## src/rtl/dsk_pkg.sv

```systemverilog
package dsk_pkg;

   // operations this unit executes
   typedef enum logic [1:0] {
      DSK_OP_DEC_MEM = 2'h0, // dec_mem_skip_zero
      DSK_OP_DEC_ACC = 2'h1, // dec_to_acc_skip_zero
      DSK_OP_SBC_MEM = 2'h2  // subtract with borrow into memory
   } dsk_op_t;

   // execution sequence, gray coded
   typedef enum logic [1:0] {
      DSK_ST_IDLE = 2'b00,
      DSK_ST_EXEC = 2'b01,
      DSK_ST_SKIP = 2'b11
   } dsk_state_t;

   localparam int DSK_W = 8;
   localparam logic [DSK_W-1:0] DSK_DEC_STEP = 8'h01;
   localparam logic [DSK_W-1:0] DSK_ZERO = 8'h00;
   localparam int DSK_MSB = DSK_W - 1;
   localparam int DSK_NIB = 4;

   // request from the decoder
   typedef struct packed {
      dsk_op_t op;
      logic [DSK_W-1:0] mem; // addressed data memory byte
      logic [DSK_W-1:0] acc; // accumulator
      logic carry; // carry flag in
   } dsk_req_t;

   // status flags affected by the subtract
   typedef struct packed {
      logic overflow_flag;
      logic zero;
      logic aux_carry_flag;
      logic carry;
      logic signed_compare_flag;
      logic compare_zero_flag;
   } dsk_flags_t;

endpackage

```

## src/rtl/dsk_exec.sv

```systemverilog
`timescale 1ns/1ps
`default_nettype none
module dsk_exec (
   input wire logic clk_sys, // 20 MHz instruction clock
   input wire logic reset, // async, active high
   input wire logic issue, // request valid this cycle
   input wire dsk_pkg::dsk_req_t req, // operation and operands
   output logic ready, // may issue this cycle
   output logic mem_we, // data memory write strobe
   output logic [7:0] mem_wdata, // data memory write value
   output logic acc_we, // accumulator write strobe
   output logic [7:0] acc_wdata, // accumulator write value
   output logic flags_we, // status flag write strobe
   output dsk_pkg::dsk_flags_t flags, // new flag values
   output logic squash // dummy cycle, next instr nullified
);
   import dsk_pkg::*;

   dsk_state_t state;
   dsk_state_t next_state;

   // decrement path, wraps on zero
   wire logic [DSK_W-1:0] dec_val = req.mem - DSK_DEC_STEP;
   wire logic dec_zero = (dec_val == DSK_ZERO);
   wire logic is_dec_mem = issue && (req.op == DSK_OP_DEC_MEM);
   wire logic is_dec_acc = issue && (req.op == DSK_OP_DEC_ACC);
   wire logic is_sbc = issue && (req.op == DSK_OP_SBC_MEM);
   wire logic take_skip = (is_dec_mem || is_dec_acc) && dec_zero;

   // subtract with borrow: acc - mem - !carry
   wire logic borrow_in = !req.carry;
   wire logic [DSK_W:0] sbc_full =
      {1'b0, req.acc} - {1'b0, req.mem} - {{DSK_W{1'b0}}, borrow_in};
   wire logic [DSK_NIB:0] sbc_low =
      {1'b0, req.acc[DSK_NIB-1:0]} - {1'b0, req.mem[DSK_NIB-1:0]}
      - {{DSK_NIB{1'b0}}, borrow_in};
   wire logic [DSK_W-1:0] sbc_res = sbc_full[DSK_W-1:0];
   wire logic sbc_ov = (req.acc[DSK_MSB] ^ req.mem[DSK_MSB])
      & (req.acc[DSK_MSB] ^ sbc_res[DSK_MSB]);
   wire logic sbc_z = (sbc_res == DSK_ZERO);
   dsk_flags_t sbc_flags;

   // flag values of the subtract
   always_comb begin
      sbc_flags.overflow_flag = sbc_ov;
      sbc_flags.zero = sbc_z;
      sbc_flags.aux_carry_flag = !sbc_low[DSK_NIB];
      sbc_flags.carry = !sbc_full[DSK_W]; // cleared on negative
      sbc_flags.signed_compare_flag = sbc_res[DSK_MSB] ^ sbc_ov;
      sbc_flags.compare_zero_flag = sbc_z;
   end

   // sequence: a zero decrement adds the dummy cycle
   always_comb begin
      next_state = DSK_ST_IDLE;
      unique case (state)
         DSK_ST_IDLE, DSK_ST_EXEC: begin
            if (take_skip) begin
               next_state = DSK_ST_SKIP;
            end else if (issue) begin
               next_state = DSK_ST_EXEC;
            end
         end
         DSK_ST_SKIP: begin
            next_state = DSK_ST_IDLE;
         end
         default: begin
            next_state = DSK_ST_IDLE;
         end
      endcase
   end

   // requests are held off during the dummy cycle
   wire logic next_ready = (next_state != DSK_ST_SKIP);

   // state and write strobes
   always_ff @(posedge clk_sys or posedge reset) begin
      if (reset) begin
         state <= DSK_ST_IDLE;
         ready <= 1'b1;
         mem_we <= 1'b0;
         acc_we <= 1'b0;
         flags_we <= 1'b0;
         squash <= 1'b0;
      end else begin
         state <= next_state;
         ready <= next_ready;
         mem_we <= is_dec_mem || is_sbc;
         acc_we <= is_dec_acc;
         flags_we <= is_sbc;
         squash <= take_skip;
      end
   end

   // result data
   always_ff @(posedge clk_sys or posedge reset) begin
      if (reset) begin
         mem_wdata <= DSK_ZERO;
         acc_wdata <= DSK_ZERO;
         flags <= '0;
      end else begin
         mem_wdata <= is_sbc ? sbc_res : dec_val;
         acc_wdata <= dec_val;
         flags <= sbc_flags;
      end
   end

   property p_dec_mem;
      @(posedge clk_sys) disable iff (reset)
      is_dec_mem |=> mem_we && !acc_we && !flags_we
         && mem_wdata == $past(req.mem) - DSK_DEC_STEP;
   endproperty
   a_dec_mem: assert property (p_dec_mem)
      else $error("memory decrement result wrong");

   property p_skip_zero;
      @(posedge clk_sys) disable iff (reset)
      (is_dec_mem || is_dec_acc) && req.mem == DSK_DEC_STEP
         |=> squash && !ready ##1 ready && !squash;
   endproperty
   a_skip_zero: assert property (p_skip_zero)
      else $error("zero result did not give one dummy cycle");

   property p_no_skip;
      @(posedge clk_sys) disable iff (reset)
      (is_dec_mem || is_dec_acc) && req.mem != DSK_DEC_STEP
         |=> !squash && ready;
   endproperty
   a_no_skip: assert property (p_no_skip)
      else $error("non-zero result skipped");

   property p_dec_acc;
      @(posedge clk_sys) disable iff (reset)
      is_dec_acc |=> acc_we && !mem_we && !flags_we
         && acc_wdata == $past(req.mem) - DSK_DEC_STEP;
   endproperty
   a_dec_acc: assert property (p_dec_acc)
      else $error("accumulator decrement wrong or memory written");

   property p_acc_skip;
      @(posedge clk_sys) disable iff (reset)
      acc_we |-> squash == (acc_wdata == DSK_ZERO);
   endproperty
   a_acc_skip: assert property (p_acc_skip)
      else $error("skip does not match new accumulator");

   property p_sbc;
      @(posedge clk_sys) disable iff (reset)
      is_sbc |=> mem_we && flags_we && !squash
         && mem_wdata == $past(req.acc) - $past(req.mem)
            - {7'h00, !$past(req.carry)}
         && flags.zero == (mem_wdata == DSK_ZERO);
   endproperty
   a_sbc: assert property (p_sbc)
      else $error("subtract with borrow result wrong");

   property p_wrap;
      @(posedge clk_sys) disable iff (reset)
      is_dec_mem && req.mem == DSK_ZERO
         |=> mem_wdata == 8'hff && !squash;
   endproperty
   a_wrap: assert property (p_wrap)
      else $error("decrement of zero did not wrap");

   property p_squash_one;
      @(posedge clk_sys) disable iff (reset)
      squash |-> !ready ##1 !squash;
   endproperty
   a_squash_one: assert property (p_squash_one)
      else $error("dummy cycle longer than one");

   // no strobe ever fires without a taken request
   property p_idle_quiet;
      @(posedge clk_sys) disable iff (reset)
      !(is_dec_mem || is_dec_acc || is_sbc)
         |=> !mem_we && !acc_we && !flags_we && !squash;
   endproperty
   a_idle_quiet: assert property (p_idle_quiet)
      else $error("strobe without a request");

   // decrements leave the status flags alone
   property p_dec_no_flags;
      @(posedge clk_sys) disable iff (reset)
      (is_dec_mem || is_dec_acc) |=> !flags_we;
   endproperty
   a_dec_no_flags: assert property (p_dec_no_flags)
      else $error("decrement wrote the flags");

   // carry set when no borrow out of the top bit
   property p_sbc_carry;
      @(posedge clk_sys) disable iff (reset)
      is_sbc |=> flags.carry == ({1'b0, $past(req.acc)}
         >= {1'b0, $past(req.mem)} + {{DSK_W{1'b0}}, !$past(req.carry)});
   endproperty
   a_sbc_carry: assert property (p_sbc_carry)
      else $error("carry flag of subtract wrong");

   // aux carry set when no borrow out of the low nibble
   property p_sbc_aux;
      @(posedge clk_sys) disable iff (reset)
      is_sbc |=> flags.aux_carry_flag
         == ({1'b0, $past(req.acc[DSK_NIB-1:0])}
         >= {1'b0, $past(req.mem[DSK_NIB-1:0])}
            + {{DSK_NIB{1'b0}}, !$past(req.carry)});
   endproperty
   a_sbc_aux: assert property (p_sbc_aux)
      else $error("aux carry flag of subtract wrong");

   // overflow, signed compare and compare zero of the subtract
   property p_sbc_signed;
      @(posedge clk_sys) disable iff (reset)
      is_sbc |=> flags.overflow_flag
         == (($past(req.acc[DSK_MSB]) != $past(req.mem[DSK_MSB]))
            && (mem_wdata[DSK_MSB] != $past(req.acc[DSK_MSB])))
         && flags.signed_compare_flag
            == (mem_wdata[DSK_MSB] != flags.overflow_flag)
         && flags.compare_zero_flag == (mem_wdata == DSK_ZERO);
   endproperty
   a_sbc_signed: assert property (p_sbc_signed)
      else $error("signed flags of subtract wrong");

endmodule
`default_nettype wire

```

## config.mk

```make
export PLATFORM = sky130hd
export DESIGN_NAME = dsk_exec
export DESIGN_NICKNAME = d
export VERILOG_FILES = /design/src/rtl/dsk_pkg.sv /design/src/rtl/dsk_exec.sv
export SDC_FILE = /design/constraint.sdc
export NUM_CORES = 1
export LEC_CHECK = 0
export ABC_AREA = 1
export BUFFER_PORTS_ARGS = -buffer_cell sky130_fd_sc_hd__buf_2
export CAP_MARGIN = 20
export CORE_MARGIN = 1.5
export CORE_UTILIZATION = 56
export DETAILED_ROUTE_END_ITERATION = 16
export PLACE_DENSITY_LB_ADDON = 0.15
export SLEW_MARGIN = 40
export SYNTH_ARGS = -nofsm -noshare
export SYNTH_HDL_FRONTEND = slang
export SYNTH_SLANG_ARGS = --single-unit
export TNS_END_PERCENT = 100
```

## constraint.sdc

```tcl
create_clock -name clk_sys -period 1.4 [get_ports clk_sys]
set_clock_uncertainty 0.05 [all_clocks]
set_input_delay 0.14 -clock clk_sys [delete_from_list [all_inputs] [get_ports clk_sys]]
set_output_delay 0.14 -clock clk_sys [all_outputs]
set_load 0.02 [all_outputs]
```

==> results of run 1 <==
timing repair:
item,4_1_cts,5_1_grt
endpoints found under the hold margin,28,0
endpoints found under the setup margin,6,8
buffers inserted,3,0
hold buffers,3,0
pin swaps,13,6
resized for setup,7,10
worst register-to-register path: cells and delay by family, from the launching register on:
kind | cells | cell delay, ns
flops | 1 | 0.42
simple gates | 2 | 0.19
synth_stat cells (2+ instances only):
library cell / n / area (µm²)
sky130_fd_sc_hd__inv_1: 46 / 173
sky130_fd_sc_hd__nand2_1: 46 / 173
sky130_fd_sc_hd__dfrtp_1: 26 / 651
sky130_fd_sc_hd__ha_1: 16 / 200
sky130_fd_sc_hd__nand3_1: 16 / 80.1
sky130_fd_sc_hd__nor2_1: 16 / 60.1
sky130_fd_sc_hd__nand2_2: 12 / 75.1
sky130_fd_sc_hd__inv_2: 5 / 18.8
sky130_fd_sc_hd__nand4_1: 5 / 31.3
sky130_fd_sc_hd__nor2_2: 5 / 31.3
sky130_fd_sc_hd__o21ai_1: 4 / 20.0
sky130_fd_sc_hd__a31oi_1: 3 / 18.8
sky130_fd_sc_hd__nor2_4: 3 / 33.8
sky130_fd_sc_hd__xor2_1: 3 / 26.3
sky130_fd_sc_hd__a21oi_1: 2 / 10.0
sky130_fd_sc_hd__fa_1: 2 / 40.0
final cells by class:
type                    count  share of cell area [%]
multi-input cells         140                    40.3
flip-flops and latches     27                    26.8
repair buffers             87                    21.8
inverters                  52                    8.32
well taps                  33                    1.63
clock buffers               3                   0.892
clock inverters             1                   0.297
report_power, final:
part           switching [mW]  total, mW  internal, mW
combinational           0.583       1.01         0.430
sequential             0.0182      0.865         0.846
clock                   0.224      0.333         0.109
total                   0.826       2.21          1.39
sequential cells by signal (all words and copies together) (netlist names):
register,cells
acc_wdata,8
mem_wdata,8
flags,5
acc_we,1
flags_we,1
mem_we,1
ready,1
squash,1
state,1
kinds of logic after synthesis:
group / count (synthesis) / synth area share (%)
AO/OA/AOI/OAI: 13 / 4.59
XOR/XNOR: 5 / 2.94
adder cells (fa/ha/maj): 18 / 13.8
buffers and inverters: 53 / 11.6
flip-flops: 27 / 38.8
AND/OR/NAND/NOR: 104 / 28.3
through the flow:
stage                     setup WS (ns)  power [mW]  cells  cell area (µm²)  util (%)
after floorplan                  -0.266        1.44    220             1850         -
after global placement           -0.482        1.75    333             2370      78.9
after detailed placement         -0.552        1.78    333             2370      78.9
after CTS                        -0.117        2.14    343             2480      82.5
after global routing             -0.257        2.34    343             2530      84.1
final                            -0.177        2.21    343             2530      84.1
worst paths after layout:
path	end	startpoint	slack [ns]	cells past startpoint
worst max-delay path	flags[0]	req[1]	-0.18	11
worst min-delay path	mem_we	issue	0.01	3
worst max register to register	ready	state[1]	0.70	2
worst min register to register	state[1]	state[1]	0.41	1
max in group asynchronous	ready	reset	0.67	4
min in group asynchronous	flags_we	reset	0.34	4
layer usage:
| layer | global-route usage [%] | share of wire (%) | up-vias |
|---|---|---|---|
| met4 | 6.82 | 1.9 | 0 |
| li1 | - | - | 853 |
| met3 | 0.659 | 4.3 | 10 |
| met1 | 26.8 | 39 | 807 |
| met5 | 0 | 0 | - |
| met2 | 49.5 | 55 | 61 |
==> impl.org, run 1 <==
** Synthesis
- In this run the mean area of a mapped cell was 7.93 µm².
- Number of synthesized register bits :: 27
- Synthesis handed over a netlist of 220 instances.
- In this run, distinct cell masters in the synthesized netlist total 26.
- When the netlist entered floorplanning its net count stood at 260.
- Mapped Area :: 0.00175 mm²
- Dominant synthesized flop cell :: sky130_fd_sc_hd__dfrtp_1
- Warnings from Yosys :: 0
- Post-synth EDFFs :: 0
- After synthesis, the share of flip-flops with an asynchronous set or reset is between 90% and 100%.
- After synthesis, flip-flops and latches occupy 38.8% of the total area.

** STA
- Of the available clock period, the critical path in the final layout requires 113%.
- Static timing analysis puts the maximum clock frequency at about 630 MHz.
- Sum Neg Setup Slack :: -0.651 ns
- Final number of hold-violating endpoints :: 0
- Hold timing on the final database bottoms out at a slack of 0.0108 ns.
- Final setup violation count :: 7
- Setup repair after global routing could not meet its margin everywhere.
- The max-slew violation count came to 0.
- Time the worst path needs with I/O delays and setup :: about 1.6 ns
- Transition time at the pin with the least slew margin :: about 0.32 ns
- Minimum setup slack in the final design :: -0.177 ns
- Measured against its own limit, the worst slew margin works out to about four fifths.

** CTS
- Clock tree from TritonCTS :: built
- Clock latency at the later pin of the worst-skew pair :: ~0.32 ns
- Clock root buffer master :: sky130_fd_sc_hd__clkbuf_4
- Clock buffer depth :: 2
- Counting every sink on the clock net gives 27.
- H-tree levels :: 1
- Number of buffers created by CTS :: 3
- Clock-pin slew was measured on the worst setup and hold paths at between 0.1 and 0.15 ns.

** Worst setup path
- Classification of the worst setup path :: in -> reg
- The worst setup path is captured at a flop.
- Along the worst path, the maximum fanout reaches 2.
- CP max-delay cell :: sky130_fd_sc_hd__fa_2
- The cell family contributing the most delay on the critical path is adder cells.
- The worst setup path is launched from a primary input.
- Data required time of the critical path :: 1.61 ns
- The largest single stage delay on the critical path is 0.60 ns.
- Counting stages on the worst path, the most repeated cell is sky130_fd_sc_hd__nor2_1.
- Worst Path Arrival :: 1.78 ns
- Count of buffer and inverter cells on the critical path :: 3
- Walking the worst path, the cells encountered are buf_8 > inv_12 > fa_2 > inv_2 > ha_4 > xor2_2 > nor2_1 > nand3_1 > nor2_1 > nand3_1 > nor2_1.

** Die
- Starting Density :: between 50% and 60%
- The die is 58.8 µm tall.
- After floorplanning, the core was sized to cover 0.00300 mm².
- X dimension of the die :: about 60 µm
- The floorplan step defined a die boundary enclosing 0.00346 mm².
- Standard-cell rows :: 20
- Number of primary I/O pins :: 49

** Final layout
- Compared with the post-synthesis result, the final layout area differs by 44.7%.
- Commonest non-fill, non-tap cell in the layout :: sky130_fd_sc_hd__buf_2
- Share of post-route cells with drive strength above 1 :: around 49%
- Area taken by flip-flops and latches :: 677 µm²
- The number of antenna diodes in the final layout is 0.
- Combined area of the multi-input logic cells :: 0.00102 mm²
- In the final design database the tool counted 351 nets.
- The filler cells instantiated in the layout total 183.
- The library cells used most frequently in the layout, excluding fill and tap cells, are sky130_fd_sc_hd__buf_2, sky130_fd_sc_hd__inv_1, sky130_fd_sc_hd__buf_4.

** Placed design
- Routability-driven placement finished with a final weighted congestion of 0.804.
- During placement, the flow inserted port buffers numbering 48.
- Once detailed placement completed, the half-perimeter wirelength came to 3220 µm.

** Global routing
- Global routing usage summed across all routing layers :: 24.3%
- Maximum number of pins on one net before global-route repair :: 28
- Wire length of the first global-routing pass :: 6350 µm
- After global routing the overflow that remains totals 0.
- Number of antenna violations at the first check in global routing :: 0
- The number of global-route vias before repair came to roughly 1,600.

** Detailed routing
- Number of vias per cell after detailed routing :: 5.05
- Once detail routing completed, the nets flagged for antenna violations numbered 0.
- DRT iter0 DRCs :: 70
- After detailed routing, the average wire length per cell comes to 13.0 µm.
- Summed over all layers, the routed wires come to 4460 µm.
- The routed layout has 1,731 vias.
- In the routed design, unresolved DRC markers number 0.
- Iteration count of the initial detailed-routing pass :: 4

** Outcome
- Outcome :: finished, violations left
- Violated checks :: negative setup slack

** Run
- The tool flagged a number of max-cap violations equal to 0.

** Min path
- The worst hold path belongs to the class in -> reg.

** Power and ir drop
- IR drop worst, VDD :: 388 µV
- P per Cell Area :: 875 mW/mm²
- In this run the static leakage power is 1.39 nW.
No activity file was read; power rests on OpenSTA's default activity.
==> run 2, diff against run 1 <==
BUFFER_PORTS_ARGS = -buffer_cell sky130_fd_sc_hd__clkbuf_2   (was -buffer_cell sky130_fd_sc_hd__buf_2)
CORE_MARGIN = not set   (was 1.5)
==> impl.org, run 2 (same netlist as run 1, synthesis figures left out) <==
** Outcome
- The run finished, with violations left.
- Violated checks :: design-rule violations, negative setup slack

** CTS
- H-tree levels :: 1 (unchanged)
- The clock latency on the worst-skew pair was 0.31 ns (about the same).
- The clock slew at the register clock pins of the worst setup and hold paths is 0.14 ns (about the same).
- The maximum clock insertion buffer count came to 2 (unchanged).
- The root buffer cell chosen for the clock tree is sky130_fd_sc_hd__clkbuf_4.
- The TritonCTS buffer count came to 3 (unchanged).
- The number of sinks driven by the clock tree came to 27 (unchanged).
- Clock tree from TritonCTS :: built

** STA
- The worst relative slew slack was 78.6% (-0.085 points).
- Final setup violation count :: 6 (-1)
- RSZ-0062 raised after global routing :: yes
- Hold slack :: 0.00163 ns (-0.00918 ns)
- Fmax :: 608 MHz (-4.1%)
- The final-report hold violation count is 0 (unchanged).
- Time the worst path needs with I/O delays and setup :: 1.64 ns (+0.0681 ns)
- Share of the clock period used by the worst path after layout :: 117% (+4.9 points)
- The max-slew violation count is 0 (unchanged).
- Transition time at the pin with the least slew margin :: 0.321 ns (+0.00128 ns)
- The post-route worst setup slack came to -0.245 ns (-0.0681 ns).

** Worst setup path
- CP max-delay cell :: sky130_fd_sc_hd__fa_2
- The worst-path maximum fanout is 4 (+2).
- Worst reg2reg path startpoint :: state[1]
- Grouping stages by cell kind, the critical path spends the most delay in adder cells.
- Crit path largest cell delay :: 0.56 ns (-0.04 ns)
- Count of buffer and inverter cells on the critical path :: 5 (+2)
- Traced cell by cell, the critical path runs through clkbuf_16 > inv_12 > fa_2 > inv_2 > ha_4 > inv_2 > nand2_4 > nand2_4 > nand2_2 > nand2_2 > nand3_1 > nand2_4 > inv_2 > nor2_1.
- In this run the worst setup path begins at req[1].
- Slack of the worst reg-to-reg path :: 0.72 ns (+0.02 ns)
- The count of cells along the worst register-to-register path came to 2 (unchanged).
- Capturing point of the worst reg2reg path :: ready
- Worst Path Arrival :: 1.84 ns (+0.06 ns)
- Classification of the worst setup path :: in -> reg
- Data required time of the critical path :: 1.60 ns (about the same)
- The worst setup path is captured at a flop.
- Category of the worst setup path launch point :: primary input

** Die
- The core box area came to 0.00285 mm² (-5.0%).
- Die outline area :: 0.00334 mm² (-3.4%)
- The starting density of the core is 61.2% (+3.1 points).
- Standard-cell rows :: 19 (-5.0%)
- The horizontal die dimension came to 57.8 µm (-1.7%).
- The die height came to 57.8 µm (-1.7%).
- The I/O pin count came to 49 (unchanged).

** Min path
- The path with the worst hold slack has its endpoint at acc_we.
- The cell depth of the worst hold path was 3 (unchanged).
- Worst min-delay path class :: in -> reg
- HP Start :: issue

** Global routing
- The global-route wire length before repair came to 6890 µm (+8.4%).
- The met3 layer usage reported by global route was 1.79% (+1.1 points).
- Leftover overflow at the end of global routing :: 0 (unchanged)
- Via count of the first global-routing pass :: 1,712 (+8.8%)
- Global routing usage summed across all routing layers :: 27.1% (+2.8 points)
- The largest net degree at the start of global routing is 28 (unchanged).
- Met1 Resource Use GR :: 29.9% (+3.1 points)
- The number of antenna violations at the first check in global routing is 0 (unchanged).
- The layer flagged by global routing as most heavily used is met2.
- The met2 global-route usage was 53.7% (+4.2 points).

** Power and ir drop
- Tot Pwr :: 2.19 mW (-1.1%)
- Total leakage power :: 1.39 nW (-0.42%)
- The power per cell area is 876 mW/mm² (+0.11%).
- IR drop worst, VDD :: 431 µV (+11%)

** Run
- The number of max-cap violations was 0 (unchanged).

** Final layout
- Post-layout instance count excluding filler cells :: 336 (-2.0%)
- Most used cells in the layout excluding fill and tap cells :: sky130_fd_sc_hd__clkbuf_2, sky130_fd_sc_hd__inv_1, sky130_fd_sc_hd__nand2_1
- Number of diodes :: 0 (unchanged)
- The count of nets after finishing came to 346 (-1.4%).
- The share of layout cells above drive strength 1 came to 46.6% (-2.2 points).
- Registers with the most flip-flops :: acc_wdata: 8 flops, mem_wdata: 8 flops, flags: 5 flops
- The cell area after layout came to 0.00249 mm² (-1.2%).
- Layout overhead on the synthesized area :: 42.9%
- Leaving out fill and tap cells, the most frequent cell in the layout is sky130_fd_sc_hd__clkbuf_2.
- Post-layout util :: 87.5% (+3.3 points)

** Placed design
- The placement-stage cell area is 0.00235 mm² (-0.74%).
- Placed Cells :: 329 (-1.2%)
- The total of buffers placed on input and output ports came to 48 (unchanged).
- The final weighted congestion in routability-driven placement is 0.874 (+8.7%).
- The post-DP HPWL came to 3230 µm (+0.32%).

** Detailed routing
- Total Routed Length :: 4530 µm (+1.5%)
- The count of nets left with antenna violations after detail routing came to 0 (unchanged).
- The number of vias in the routed layout is 1,734 (+0.17%).
- Iteration count of the initial detailed-routing pass :: 12 (+8)
- DRT iter0 DRCs :: 56 (-20%)
- Routed len/inst :: 13.5 µm (+3.6%)
- The detailed-route DRC error count was 3 (+3).
- Number of vias per cell after detailed routing :: 5.16 (+2.3%)
## run 2: cell count changes in the layout (fill, tap and decap cells not counted), sizes merged
| cell | delta |
|---|---|
| buf | -51 |
| clkbuf | +48 |
| clkinvlp | -1 |
| dlygate4sd3 | -1 |
## run 2: worst max-delay path by stage
stage | end | cells after the start
after floorplan | flags[5] | 13
after global placement | flags[5] | 15
after detailed placement | flags[5] | 15
after CTS | flags[5] | 15
after global routing | flags[0] | 14
final | flags[0] | 14
## run 2: layout make-up
cell class                 instances  area [µm²]
clock buffer                       4        26.3
fill                             142         358
inverter                          52         213
multi-input combinational        140        1010
sequential                        27         677
tap                               31        38.8
timing repair buffer              82         531
## run 2: what timing repair did
item,in CTS,in global routing
pin swaps,9,12
hold buffers,2,0
buffers inserted,1,0
gates resized for setup,5,15
setup endpoints to repair,8,11
hold endpoints to repair,28,0
## run 2: report_power, final
part / switching (mW) / internal [mW] / total, mW
Sequential: 0.0177 / 0.847 / 0.864
Combinational: 0.583 / 0.413 / 0.996
Clock: 0.215 / 0.111 / 0.326
## run 2: metrics by stage
| step | setup WS (ns) | setup TNS (ns) |
|---|---|---|
| floorplan | -0.266 | -0.959 |
| global placement | -0.488 | -4.31 |
| detailed placement | -0.537 | -4.96 |
| CTS | -0.137 | -0.424 |
| global route | -0.276 | -1.23 |
| finish | -0.245 | -0.881 |
## run 2: worst reg2reg max path: cells and delay by family, from the launching register on
| kind | cells | cell delay (ns) |
|---|---|---|
| flip-flops | 1 | 0.41 |
| AND/OR/NAND/NOR | 2 | 0.18 |
## run 2: layer usage
| metal | part of all wire [%] | routed length [µm] |
|---|---|---|
| met5 | 0 | 0 |
| met4 | 3.2 | 146 |
| met3 | 4.0 | 182 |
| met2 | 54 | 2430 |
| met1 | 39 | 1770 |
